## src/dpfs_pkg.sv

```systemverilog
// package: constants and types for the dual-port fault status block
package dpfs_pkg;

    // register byte offsets on the AXI4-Lite slave
    localparam int ADDR_W = 8;
    localparam logic [7:0] ADDR_BUS_STATUS = 8'h00;
    localparam logic [7:0] ADDR_FAULT = 8'h04;
    localparam logic [7:0] ADDR_CML = 8'h08;
    localparam logic [7:0] ADDR_READBACK = 8'h0c;
    localparam logic [7:0] ADDR_OC_RESP = 8'h10;
    localparam logic [7:0] ADDR_OT_RESP = 8'h14;
    localparam logic [7:0] ADDR_LIVE = 8'h18;

    localparam logic [1:0] RESP_OKAY = 2'h0;
    localparam logic [1:0] RESP_SLVERR = 2'h2;

    // sticky fault vector layout
    localparam int FAULT_W = 14;
    localparam int F_OV_FAULT = 0;
    localparam int F_OV_WARN = 1;
    localparam int F_UV_FAULT = 2;
    localparam int F_UV_WARN = 3;
    localparam int F_OC_FAULT = 4;
    localparam int F_OC_WARN = 5;
    localparam int F_IN_FAULT = 6;
    localparam int F_IN_WARN = 7;
    localparam int F_UNKNOWN = 8;
    localparam int F_INTERNAL = 9;
    localparam int F_EXTERNAL = 10;
    localparam int F_SHUTDOWN = 11;
    localparam int F_ORING_PASS = 12;
    localparam int F_ORING_FAIL = 13;
    // a passed isolation test is latched but is no reason to alert
    localparam logic [FAULT_W-1:0] FAULT_ALERT_MASK = 14'h2fff;

    // communication error status and read-back word
    localparam logic [7:0] CML_INVALID_CMD = 8'h80;
    localparam logic [15:0] RB_INVALID_CMD = 16'h0002;
    localparam logic [7:0] CML_NONE = 8'h00;
    localparam logic [15:0] RB_NONE = 16'h0000;

    // fault-response codes
    localparam logic [7:0] OC_LATCH = 8'hc0;
    localparam logic [7:0] OC_HICCUP = 8'hf8;
    localparam logic [7:0] OT_LATCH = 8'h80;
    localparam logic [7:0] OT_RESTART = 8'hc0;
    localparam logic [7:0] OC_RESP_RST = OC_LATCH;
    localparam logic [7:0] OT_RESP_RST = OT_LATCH;

    // per-port bus status nibble, pending bits [3:1], bit 0 is control
    localparam logic [2:0] NIB_TAKE = 3'h3;
    localparam logic [2:0] NIB_LOSE = 3'h2;
    localparam logic [2:0] NIB_REJECT = 3'h6;
    localparam logic [2:0] NIB_NONE = 3'h0;

    localparam logic OWNER_RST = 1'b0;

    typedef enum logic [1:0] {
        DPFS_CMD_NORMAL = 2'b00,
        DPFS_CMD_CLEAR = 2'b01,
        DPFS_CMD_TAKEOVER = 2'b10,
        DPFS_CMD_INVALID = 2'b11
    } dpfs_cmd_e;

endpackage

```

## src/dpfs_nib_if.sv

```systemverilog
// interface: events into one port's bus status tracker and its nibble out
`timescale 1ns/100ps
`default_nettype none
interface dpfs_nib_if;
    logic clr;
    logic take;
    logic lose;
    logic reject;
    logic owner;
    logic [3:0] nib;
    modport tracker (input clr, input take, input lose, input reject, input owner, output nib);
    modport ctrl (output clr, output take, output lose, output reject, output owner, input nib);
endinterface
`default_nettype wire

```

## src/dpfs_top.sv

```systemverilog
// module: dual-port fault status and alert logic with AXI4-Lite registers
// Operation
// - only the port in control clears the shared status
// - a clear from the owner leaves the other port's alert asserted while that port's pending bits or a persisting fault hold it
// - unit faults never touch the bus ownership status
// - normal or invalid command on non-owner port is rejected, recorded 0x1C/0xC1, alerts that port
// - invalid owner command sets comm error 0x80, read-back 0x0002, alerts issuer
// - takeover asserts both alerts, status 0x74 or 0x47
// - fault under port 0 control alerts and latches, status stays 0x01
// - idle status reads 0x01 for port 0 owner, 0x10 for port 1
// - a port's own clear drops alert kept only by its pending bits
// - fault bits latch until clear and reassert if the fault persists
// - operational state bits follow the live condition, never latched
// - output shutdown bit latches until an accepted clear
// - voltage, current, input, unknown, comm and int/ext faults all latch
// - isolation switch test result latches until cleared
// - response settings change only by controller write, never by clear
// - overcurrent response accepts only 0xc0 or 0xf8
// - overtemperature response accepts only 0x80 or 0xc0
// - output good only in regulation, drops before an imminent shutdown
// - alerts are active low and idle high
//
// The AXI4-Lite slave port and the register offsets were chosen for this implementation.
`timescale 1ns/100ps
`default_nettype none
module dpfs_top
#(
    parameter int ADDR_W = dpfs_pkg::ADDR_W,
    parameter int FAULT_W = dpfs_pkg::FAULT_W
)
(
    input wire logic aclk,
    input wire logic aresetn,
    input wire logic [ADDR_W-1:0] s_axi_awaddr,
    input wire logic [2:0] s_axi_awprot,
    input wire logic s_axi_awvalid,
    output logic s_axi_awready,
    input wire logic [31:0] s_axi_wdata,
    input wire logic [3:0] s_axi_wstrb,
    input wire logic s_axi_wvalid,
    output logic s_axi_wready,
    output logic [1:0] s_axi_bresp,
    output logic s_axi_bvalid,
    input wire logic s_axi_bready,
    input wire logic [ADDR_W-1:0] s_axi_araddr,
    input wire logic [2:0] s_axi_arprot,
    input wire logic s_axi_arvalid,
    output logic s_axi_arready,
    output logic [31:0] s_axi_rdata,
    output logic [1:0] s_axi_rresp,
    output logic s_axi_rvalid,
    input wire logic s_axi_rready,
    input wire logic port0_cmd_valid,
    input wire dpfs_pkg::dpfs_cmd_e port0_cmd_code,
    input wire logic port1_cmd_valid,
    input wire dpfs_pkg::dpfs_cmd_e port1_cmd_code,
    input wire logic [FAULT_W-1:0] fault_cond,
    input wire logic main_output_on,
    input wire logic output_in_regulation,
    input wire logic shutdown_imminent,
    output logic [1:0] alert_n,
    output logic output_good_flag,
    output logic owner_port
);

    ////////////////////////////////////////////////////////////////////////////
    // state

    typedef struct packed {
        logic awready;
        logic wready;
        logic aw_got;
        logic w_got;
        logic [ADDR_W-1:0] awaddr;
        logic [31:0] wdata;
        logic [3:0] wstrb;
        logic bvalid;
        logic [1:0] bresp;
        logic arready;
        logic rvalid;
        logic [31:0] rdata;
        logic [1:0] rresp;
        logic owner;
        logic [FAULT_W-1:0] faults;
        logic [7:0] cml;
        logic [15:0] readback;
        logic [7:0] oc_resp;
        logic [7:0] ot_resp;
        logic [2:0] live;
        logic [1:0] alert_n;
        logic good;
    } dpfs_state_s;

    dpfs_state_s st;
    dpfs_state_s next_st;

    dpfs_nib_if nib0 ();
    dpfs_nib_if nib1 ();

    ////////////////////////////////////////////////////////////////////////////
    // helpers

    function automatic logic dpfs_is_cmd(input logic valid, input dpfs_pkg::dpfs_cmd_e code,
                                         input dpfs_pkg::dpfs_cmd_e want);
        dpfs_is_cmd = valid && (code == want);
    endfunction

    // commands that need control: everything but clear and takeover
    function automatic logic dpfs_needs_ctrl(input logic valid, input dpfs_pkg::dpfs_cmd_e code);
        dpfs_needs_ctrl = valid && (code == dpfs_pkg::DPFS_CMD_NORMAL
                                    || code == dpfs_pkg::DPFS_CMD_INVALID);
    endfunction

    ////////////////////////////////////////////////////////////////////////////
    // command decode

    logic clr0;
    logic clr1;
    logic take0;
    logic take1;
    logic bad_owner;
    logic owner_clr;

    always_comb
    begin
        clr0 = dpfs_is_cmd(port0_cmd_valid, port0_cmd_code, dpfs_pkg::DPFS_CMD_CLEAR);
        clr1 = dpfs_is_cmd(port1_cmd_valid, port1_cmd_code, dpfs_pkg::DPFS_CMD_CLEAR);
        // a simultaneous takeover goes to the port not in control, so one owner always results
        take0 = st.owner && dpfs_is_cmd(port0_cmd_valid, port0_cmd_code,
                                        dpfs_pkg::DPFS_CMD_TAKEOVER);
        take1 = !st.owner && !take0 && dpfs_is_cmd(port1_cmd_valid, port1_cmd_code,
                                                   dpfs_pkg::DPFS_CMD_TAKEOVER);
        bad_owner = st.owner ?
            dpfs_is_cmd(port1_cmd_valid, port1_cmd_code, dpfs_pkg::DPFS_CMD_INVALID) :
            dpfs_is_cmd(port0_cmd_valid, port0_cmd_code, dpfs_pkg::DPFS_CMD_INVALID);
        owner_clr = st.owner ? clr1 : clr0;
    end

    assign nib0.clr = clr0;
    assign nib1.clr = clr1;
    assign nib0.take = take0;
    assign nib1.take = take1;
    assign nib0.lose = take1;
    assign nib1.lose = take0;
    assign nib0.reject = st.owner && dpfs_needs_ctrl(port0_cmd_valid, port0_cmd_code);
    assign nib1.reject = !st.owner && dpfs_needs_ctrl(port1_cmd_valid, port1_cmd_code);
    assign nib0.owner = !st.owner;
    assign nib1.owner = st.owner;

    dpfs_nibble u_nib0
    (
        .aclk(aclk),
        .aresetn(aresetn),
        .nif(nib0)
    );

    dpfs_nibble u_nib1
    (
        .aclk(aclk),
        .aresetn(aresetn),
        .nif(nib1)
    );

    ////////////////////////////////////////////////////////////////////////////
    // status, alerts and register bus

    always_comb
    begin
        logic any_fault;
        logic cml_pend;
        logic [1:0] want_alert;
        logic [ADDR_W-1:0] ra;
        logic [7:0] wbyte;
        next_st = st;
        any_fault = 1'b0;
        cml_pend = 1'b0;
        want_alert = 2'b00;
        ra = s_axi_araddr;
        wbyte = st.wdata[7:0];

        // ownership changes only on takeover
        if (take0)
            next_st.owner = 1'b0;
        else if (take1)
            next_st.owner = 1'b1;

        // sticky faults: a clear from the owner restarts from the live condition
        // and the live condition is ORed in so a persisting fault reasserts
        next_st.faults = (owner_clr ? '0 : st.faults) | fault_cond;

        // communication error latches; set wins over a clear
        if (owner_clr)
        begin
            next_st.cml = dpfs_pkg::CML_NONE;
            next_st.readback = dpfs_pkg::RB_NONE;
        end
        if (bad_owner)
        begin
            next_st.cml = dpfs_pkg::CML_INVALID_CMD;
            next_st.readback = dpfs_pkg::RB_INVALID_CMD;
        end

        // operational state is a plain sample, untouched by clear
        next_st.live = {shutdown_imminent, output_in_regulation, main_output_on};

        // good only while regulating and no shutdown is coming
        next_st.good = output_in_regulation && !shutdown_imminent;

        // unit faults reach both alerts through shared status only, never the
        // ownership nibbles, so each nibble keeps its own port's alert up
        any_fault = |(next_st.faults & dpfs_pkg::FAULT_ALERT_MASK);
        cml_pend = next_st.cml != dpfs_pkg::CML_NONE;
        want_alert[0] = any_fault || (|nib0.nib[3:1]) || (cml_pend && !next_st.owner);
        want_alert[1] = any_fault || (|nib1.nib[3:1]) || (cml_pend && next_st.owner);
        // pending nibble bits land one cycle later, so fold in this cycle's events
        if (take0 || take1)
            want_alert = 2'b11;
        if (nib0.reject)
            want_alert[0] = 1'b1;
        if (nib1.reject)
            want_alert[1] = 1'b1;
        if (clr0 && !(take0 || take1 || nib0.reject))
            want_alert[0] = any_fault || (cml_pend && !next_st.owner);
        if (clr1 && !(take0 || take1 || nib1.reject))
            want_alert[1] = any_fault || (cml_pend && next_st.owner);
        next_st.alert_n = ~want_alert;

        // write channel: address and data taken in either order
        if (s_axi_awvalid && st.awready)
        begin
            next_st.aw_got = 1'b1;
            next_st.awready = 1'b0;
            next_st.awaddr = s_axi_awaddr;
        end
        if (s_axi_wvalid && st.wready)
        begin
            next_st.w_got = 1'b1;
            next_st.wready = 1'b0;
            next_st.wdata = s_axi_wdata;
            next_st.wstrb = s_axi_wstrb;
        end
        if (st.aw_got && st.w_got && !st.bvalid)
        begin
            next_st.aw_got = 1'b0;
            next_st.w_got = 1'b0;
            next_st.bvalid = 1'b1;
            next_st.bresp = dpfs_pkg::RESP_OKAY;
            unique case (st.awaddr)
                dpfs_pkg::ADDR_OC_RESP:
                begin
                    // unsupported codes refused, old setting kept
                    if (st.wstrb[0] && (wbyte == dpfs_pkg::OC_LATCH
                                        || wbyte == dpfs_pkg::OC_HICCUP))
                        next_st.oc_resp = wbyte;
                    else if (st.wstrb[0])
                        next_st.bresp = dpfs_pkg::RESP_SLVERR;
                end
                dpfs_pkg::ADDR_OT_RESP:
                begin
                    if (st.wstrb[0] && (wbyte == dpfs_pkg::OT_LATCH
                                        || wbyte == dpfs_pkg::OT_RESTART))
                        next_st.ot_resp = wbyte;
                    else if (st.wstrb[0])
                        next_st.bresp = dpfs_pkg::RESP_SLVERR;
                end
                dpfs_pkg::ADDR_BUS_STATUS, dpfs_pkg::ADDR_FAULT, dpfs_pkg::ADDR_CML,
                dpfs_pkg::ADDR_READBACK, dpfs_pkg::ADDR_LIVE:
                begin
                    // read-only status, write ignored
                    next_st.bresp = dpfs_pkg::RESP_OKAY;
                end
                default:
                begin
                    next_st.bresp = dpfs_pkg::RESP_SLVERR;
                end
            endcase
        end
        if (st.bvalid && s_axi_bready)
        begin
            next_st.bvalid = 1'b0;
            next_st.awready = 1'b1;
            next_st.wready = 1'b1;
        end

        // read channel: one outstanding read
        if (s_axi_arvalid && st.arready)
        begin
            next_st.arready = 1'b0;
            next_st.rvalid = 1'b1;
            next_st.rresp = dpfs_pkg::RESP_OKAY;
            next_st.rdata = '0;
            unique case (ra)
                dpfs_pkg::ADDR_BUS_STATUS:
                    next_st.rdata[7:0] = {nib1.nib, nib0.nib};
                dpfs_pkg::ADDR_FAULT:
                    next_st.rdata[FAULT_W-1:0] = st.faults;
                dpfs_pkg::ADDR_CML:
                    next_st.rdata[7:0] = st.cml;
                dpfs_pkg::ADDR_READBACK:
                    next_st.rdata[15:0] = st.readback;
                dpfs_pkg::ADDR_OC_RESP:
                    next_st.rdata[7:0] = st.oc_resp;
                dpfs_pkg::ADDR_OT_RESP:
                    next_st.rdata[7:0] = st.ot_resp;
                dpfs_pkg::ADDR_LIVE:
                    next_st.rdata[4:0] = {st.good, st.live, st.owner};
                default:
                    next_st.rresp = dpfs_pkg::RESP_SLVERR;
            endcase
        end
        if (st.rvalid && s_axi_rready)
        begin
            next_st.rvalid = 1'b0;
            next_st.arready = 1'b1;
        end
    end

    always_ff @(posedge aclk)
    begin
        if (!aresetn)
        begin
            st <= '0;
            st.awready <= 1'b1;
            st.wready <= 1'b1;
            st.arready <= 1'b1;
            st.owner <= dpfs_pkg::OWNER_RST;
            st.cml <= dpfs_pkg::CML_NONE;
            st.readback <= dpfs_pkg::RB_NONE;
            st.oc_resp <= dpfs_pkg::OC_RESP_RST;
            st.ot_resp <= dpfs_pkg::OT_RESP_RST;
            st.alert_n <= 2'b11;
        end
        else
        begin
            st <= next_st;
        end
    end

    ////////////////////////////////////////////////////////////////////////////
    // outputs, all straight from the state register

    assign s_axi_awready = st.awready;
    assign s_axi_wready = st.wready;
    assign s_axi_bvalid = st.bvalid;
    assign s_axi_bresp = st.bresp;
    assign s_axi_arready = st.arready;
    assign s_axi_rvalid = st.rvalid;
    assign s_axi_rdata = st.rdata;
    assign s_axi_rresp = st.rresp;
    assign alert_n = st.alert_n;
    assign output_good_flag = st.good;
    assign owner_port = st.owner;

endmodule
`default_nettype wire

```

## src/dpfs_nibble.sv

```systemverilog
// module: bus status nibble tracker of one management port
`timescale 1ns/100ps
`default_nettype none
module dpfs_nibble
(
    input wire logic aclk,
    input wire logic aresetn,
    dpfs_nib_if.tracker nif
);

    typedef struct packed {
        logic [2:0] pend;
    } dpfs_nib_s;

    dpfs_nib_s st;
    dpfs_nib_s next_st;

    always_comb
    begin
        logic [2:0] set_bits;
        set_bits = dpfs_pkg::NIB_NONE;
        if (nif.take)
            set_bits = set_bits | dpfs_pkg::NIB_TAKE;
        if (nif.lose)
            set_bits = set_bits | dpfs_pkg::NIB_LOSE;
        if (nif.reject)
            set_bits = set_bits | dpfs_pkg::NIB_REJECT;
        next_st = st;
        // a new event in the clearing cycle survives the clear
        next_st.pend = (nif.clr ? dpfs_pkg::NIB_NONE : st.pend) | set_bits;
    end

    always_ff @(posedge aclk)
    begin
        if (!aresetn)
            st <= '{pend: dpfs_pkg::NIB_NONE};
        else
            st <= next_st;
    end

    assign nif.nib = {st.pend, nif.owner};

endmodule
`default_nettype wire

```

## config.mk

```make
export PLATFORM = sky130hd
export DESIGN_NAME = dpfs_top
export DESIGN_NICKNAME = d
export VERILOG_FILES = /design/src/dpfs_pkg.sv /design/src/dpfs_nib_if.sv /design/src/dpfs_top.sv /design/src/dpfs_nibble.sv
export SDC_FILE = /design/constraint.sdc
export NUM_CORES = 1
export LEC_CHECK = 0
export ABC_CLOCK_PERIOD_IN_PS = 4200
export BUFFER_PORTS_ARGS = -buffer_cell sky130_fd_sc_hd__buf_2
export CAP_MARGIN = 20
export CORE_MARGIN = 1
export CORE_UTILIZATION = 55
export DETAILED_ROUTE_END_ITERATION = 7
export PLACE_DENSITY_LB_ADDON = 0.25
export SLEW_MARGIN = 15
export SYNTH_ARGS = -nofsm -noshare
export SYNTH_HDL_FRONTEND = slang
export SYNTH_SLANG_ARGS = --single-unit
```

## constraint.sdc

```tcl
create_clock -name aclk -period 4.2 [get_ports aclk]
set_clock_uncertainty 0.15 [all_clocks]
set_input_delay 0.84 -clock aclk [delete_from_list [all_inputs] [get_ports aclk]]
set_output_delay 0.84 -clock aclk [all_outputs]
set_load 0.02 [all_outputs]
```

# Word level (Yosys, flattened, before mapping)
# Index checks and enable logic that the tools add are counted.
# Widths: inputs -> output; s select.
# classes
n_reduce_logical	63
eq_ne	21
muxes	28
bitwise_logic	5
# op_table
operator	n
$eq 8x5->1 const B	6
$mux 24	2
$pmux 5 s7	1
$eq 8x4->1 const B	4
$logic_and 1x1->1	27
$eq 8x8->1 const B	3
$mux 2	9
$eq 8x3->1 const B	2
$logic_not 8->1	2
$pmux 3 s5	1
$mux 14	1
$or 14x14->14	1
$logic_or 1x1->1	13
$reduce_or 13->1	1
$mux 3	4
$eq 2x2->1 const B	4
$mux 1	8
$reduce_bool 8->1	1
$logic_not 1->1	7
$reduce_or 7->1	1
$mux 6	1
$or 3x3->3	2
$pmux 2 s3	1
$reduce_and 3->1	2
other kinds (8)	13
# word_totals
wordCells	141
regBits	94

# Depth between registers and ports, before layout
# logic_depth
ltp_word	15
mapped_depth	8
mapped_depth_nobuf	6

# Cells and area by module
# From an unflattened synthesis, not the netlist that was laid out.
# unflattened
hier_cells	444
hier_area_um2	4001.3
# modules_own_cells
mod	area_per_inst_um2	cells_each	seq_area_each_um2	instances
dpfs_top	3776.1	424	1721.7	1
dpfs_nibble	112.6	10	60.1	2

# Worst setup path after synthesis
# No wires, ideal clock.
# synth_path
kind	input -> register
startpoint	input port s_axi_araddr[0]
endpoint	register st (netlist bit s_axi_rdata[10])
required_ns	3.983
slack_ns	1.750
t_arrival_ns	2.233
n_path_buf	0
path_stages	4
cell_sequence	or4_1 -> nor4_1 -> a22oi_1 -> nor2b_1
# synth_between
elab_chain_cells	2
# synth_rtl
element	line_no	text
start, declared	dpfs_top.sv:45	input wire logic [ADDR_W-1:0] s_axi_araddr,
$eq 8x3->1	dpfs_top.sv:292	unique case (ra)
$mux 6	dpfs_top.sv:292	
end signal, assigned	dpfs_top.sv:335	st <= next_st;
end, declared	dpfs_top.sv:94	dpfs_state_s st;
# No other way between the ends.
# A chain may end at the register's enable or synchronous reset.

# Worst setup path in the final report
# layout_path
startpoint	input port s_axi_araddr[0]
endpoint	register st (netlist bit s_axi_rdata[13])
# Same word-level chain as after synthesis.

==> results_dict.tcl <==
set metrics [dict create \
    die_w_um 88.59 \
    status "complete, no violations" \
    slew_headroom_pct 38.91 \
    portBuffers 79 \
    synthCells 451 \
    dpl_cell_area_um2 4347 \
    finalNetCount 595 \
    slowest_stage "nor4_1" \
    synth.avg_cell_area_um2 9.144 \
    numCtsBuffers 9 \
    htreeDepth 3 \
    ys_ff_latch 92 \
    hp-class "register to register" \
    ys_warn_count 0 \
    final_area_um2 4609 \
    post_cts_resized 0 \
    cts.sinks 92 \
    fin_util_pct 63.55 \
    num_io_pins 133 \
    dieArea_um2 7848 \
    synth_commonest_cells "dfxtp_1, nand2_1, buf_4" \
    report.final.slew_viol_count 0 \
    seq_area_frac_synth_pct 44.66 \
    routed_wl_um 8012 \
    grt_pass1_wl_um 13190 \
    arrival_ns 2.61 \
    async_flop_share_pct 0 \
    post-route-period-util_pct 58.72 \
    worstMarginPinSlew_ns 0.9081 \
    synth_top_cell_by_area "dfxtp_1" \
    die_h_um 88.59 \
    ctsHoldBuffers 0 \
    rsz0062_at_grt "false" \
    period_needed_ns 2.466 \
    synth_cell_types 47 \
    core.rowCount 31 \
    cts-root-buf "clkbuf_8" \
    cp.required_ns 4.34 \
    critPathKind "input port to register" \
    n_fill_cell 638 \
    first_pass_iters 5 \
    worstSetupEndpointType "register" \
    wire_per_inst_um 13.24 \
    path_max_fanout 6 \
    critPathBufInv 1 \
    p_leak_nw 1.970 \
    gr-usage-met1_pct 27.93 \
    met3_usage_pct 3.918 \
    hold_violations 0 \
    grt_start_max_net_pins 49 \
    clock_path_buffers 2 \
    gp_congestion 0.7764 \
    antenna_found_initial 0 \
    synth_top_area_share_pct 44.66 \
    synth_area_um2 4124 \
    cts_setup_buffers 0 \
    grt_overflow 0 \
    cts_tree "yes" \
    start_util_pct 56.86 \
    path_cells "buf_2 -> or4_1 -> nor4_1 -> a22oi_1 -> nor2b_1" \
    power_density_nw_per_um2 405.3 \
    fin_tns_setup_ns 0 \
    max_stage_delay_ns 0.78 \
    synth_edf_count 0 \
    ant_nets 0 \
    via_per_inst 5.268 \
    clkTransAtPathRegs_ns 0.09 \
    startpoint_type "input port" \
    antenna_cells 0 \
    max_freq_mhz 405.5 \
    grt_pass1_vias 2928 \
    synthFlopType "dfxtp_1" \
    gr-usage-met2_pct 36.01 \
    coreArea_um2 7253 \
    place_hpwl_um 5869 \
    synth_top_cells_by_area "dfxtp_1, buf_4, nor2b_1" \
    synth_most_common_cell "dfxtp_1" \
    track_usage_pct 21.68 \
    area_delta_synth_final_pct 11.77 \
    total_power_w 0.001868 \
    drc 0 \
    drive_gt1_share_pct 21.74 \
    drt-initial-drc-count 163 \
    num_vias 3187 \
    busiest_layer "met2" \
    max_cap_viol_count 0 \
    cpLargestDelayFamily "simple AND/OR/NAND/NOR gates" \
    setup_viol 0 \
    vdd_ir_drop_max_mv 0.2664 \
    insertion_delay_ns 0.35 \
]
[cells in the final DEF (no fill, tap or decap), types with 3 or more instances in the layout]
master / Yosys / final
nand3b_1: 5 / 5
nand3_1: 17 / 17
nor2b_1: 30 / 30
nor2_1: 10 / 10
inv_1: 14 / 14
or2_2: 3 / 3
nor4_1: 5 / 5
a221oi_1: 5 / 5
mux2i_1: 10 / 10
and3_1: 5 / 5
nor3_1: 7 / 7
a21boi_1: 4 / 4
a22oi_1: 12 / 12
buf_2: 0 / 79
clkbuf_8: 0 / 9
a21oi_1: 20 / 20
o21ai_0: 17 / 17
dfxtp_1: 92 / 92
a21boi_0: 22 / 22
mux2_2: 5 / 5
bufinv_16: 0 / 4
or4_1: 3 / 3
o211ai_1: 3 / 3
nand2_1: 41 / 41
and2_1: 21 / 21
conb_1: 1 / 20
nand2b_1: 5 / 5
ha_1: 6 / 6
mux4_2: 3 / 3
[cells by family (layout without fill, tap and decap cells)]
group                    Yosys count  after routing  synth area share (%)
other                              1             20               0.09093
adder cells (fa/ha/maj)            6              6                 1.820
flip-flops                        92             92                 44.66
multiplexers                      18             18                 5.431
buffers and inverters             74            110                 10.38
AND/OR/NAND/NOR                  164            164                 22.09
AO/OA/AOI/OAI                     96             96                 15.53
[tightest hold or removal path: stages, from the launching register on]
cell     delay [ns]
dfxtp_1        0.31
inv_1          0.04
nor2_1         0.03
[sequential cells by signal, indices dropped and copies added (netlist names)]
signal	cells
st	61
s_axi_rdata	14
u_nib0.st	3
u_nib1.st	3
alert_n	2
output_good_flag	1
owner_port	1
s_axi_arready	1
s_axi_awready	1
s_axi_bresp	1
s_axi_bvalid	1
s_axi_rresp	1
s_axi_rvalid	1
s_axi_wready	1
[area by class of cell]
type | instances | area, um2 | share of cell area [%]
Inverter | 14 | 52.55 | 1.140
Clock buffer | 9 | 123.9 | 2.687
Multi-Input combinational cell | 304 | 1926 | 41.78
Timing Repair Buffer | 80 | 402.9 | 8.740
Clock inverter | 7 | 138.9 | 3.013
Tap cell | 99 | 123.9 | 2.687
Sequential cell | 92 | 1842 | 39.96
[power breakdown]
group	internal, W	leakage (nW)	total [W]	switching [W]
sequential	0.000905	0.753	0.000932	0.0000266
combinational	0.0000767	1.08	0.000183	0.000107
clock	0.000454	0.133	0.000753	0.000299
[metrics by stage]
| step | instances | worst slack [ns] | hold slack [ns] |
|---|---|---|---|
| 4_1_cts | 605 | 1.716 | 0.2799 |
| 6_report | 605 | 1.734 | 0.2767 |
| 2_1_floorplan | 470 | 1.750 | 0.2551 |
| 3_5_place_dp | 589 | 1.344 | 0.2671 |
| 5_1_grt | 605 | 1.519 | 0.3101 |
| 3_3_place_gp | 589 | 1.453 | 0.2649 |
[metal layers]
layer,wire length [um],vias up
met1,3752,1470
met2,3713,94
li1,-,1609
met3,373,14
met4,172,0
met5,0,-
[path summary, 6_finish.rpt]
kind                                        to                 start  depth (start not counted)  slack [ns]
hold reg to reg            st[15]$_SDFFE_PN0P_   st[15]$_SDFFE_PN0P_                          2        0.28
hold / removal             st[15]$_SDFFE_PN0P_   st[15]$_SDFFE_PN0P_                          2        0.28
setup / recovery  s_axi_rdata[13]$_SDFFE_PN0P_       s_axi_araddr[0]                          5        1.73
setup reg to reg           st[19]$_SDFFE_PN0P_  st[136]$_SDFFE_PN0P_                          4        2.01
Note: power is estimated with default switching activity, not from simulation.
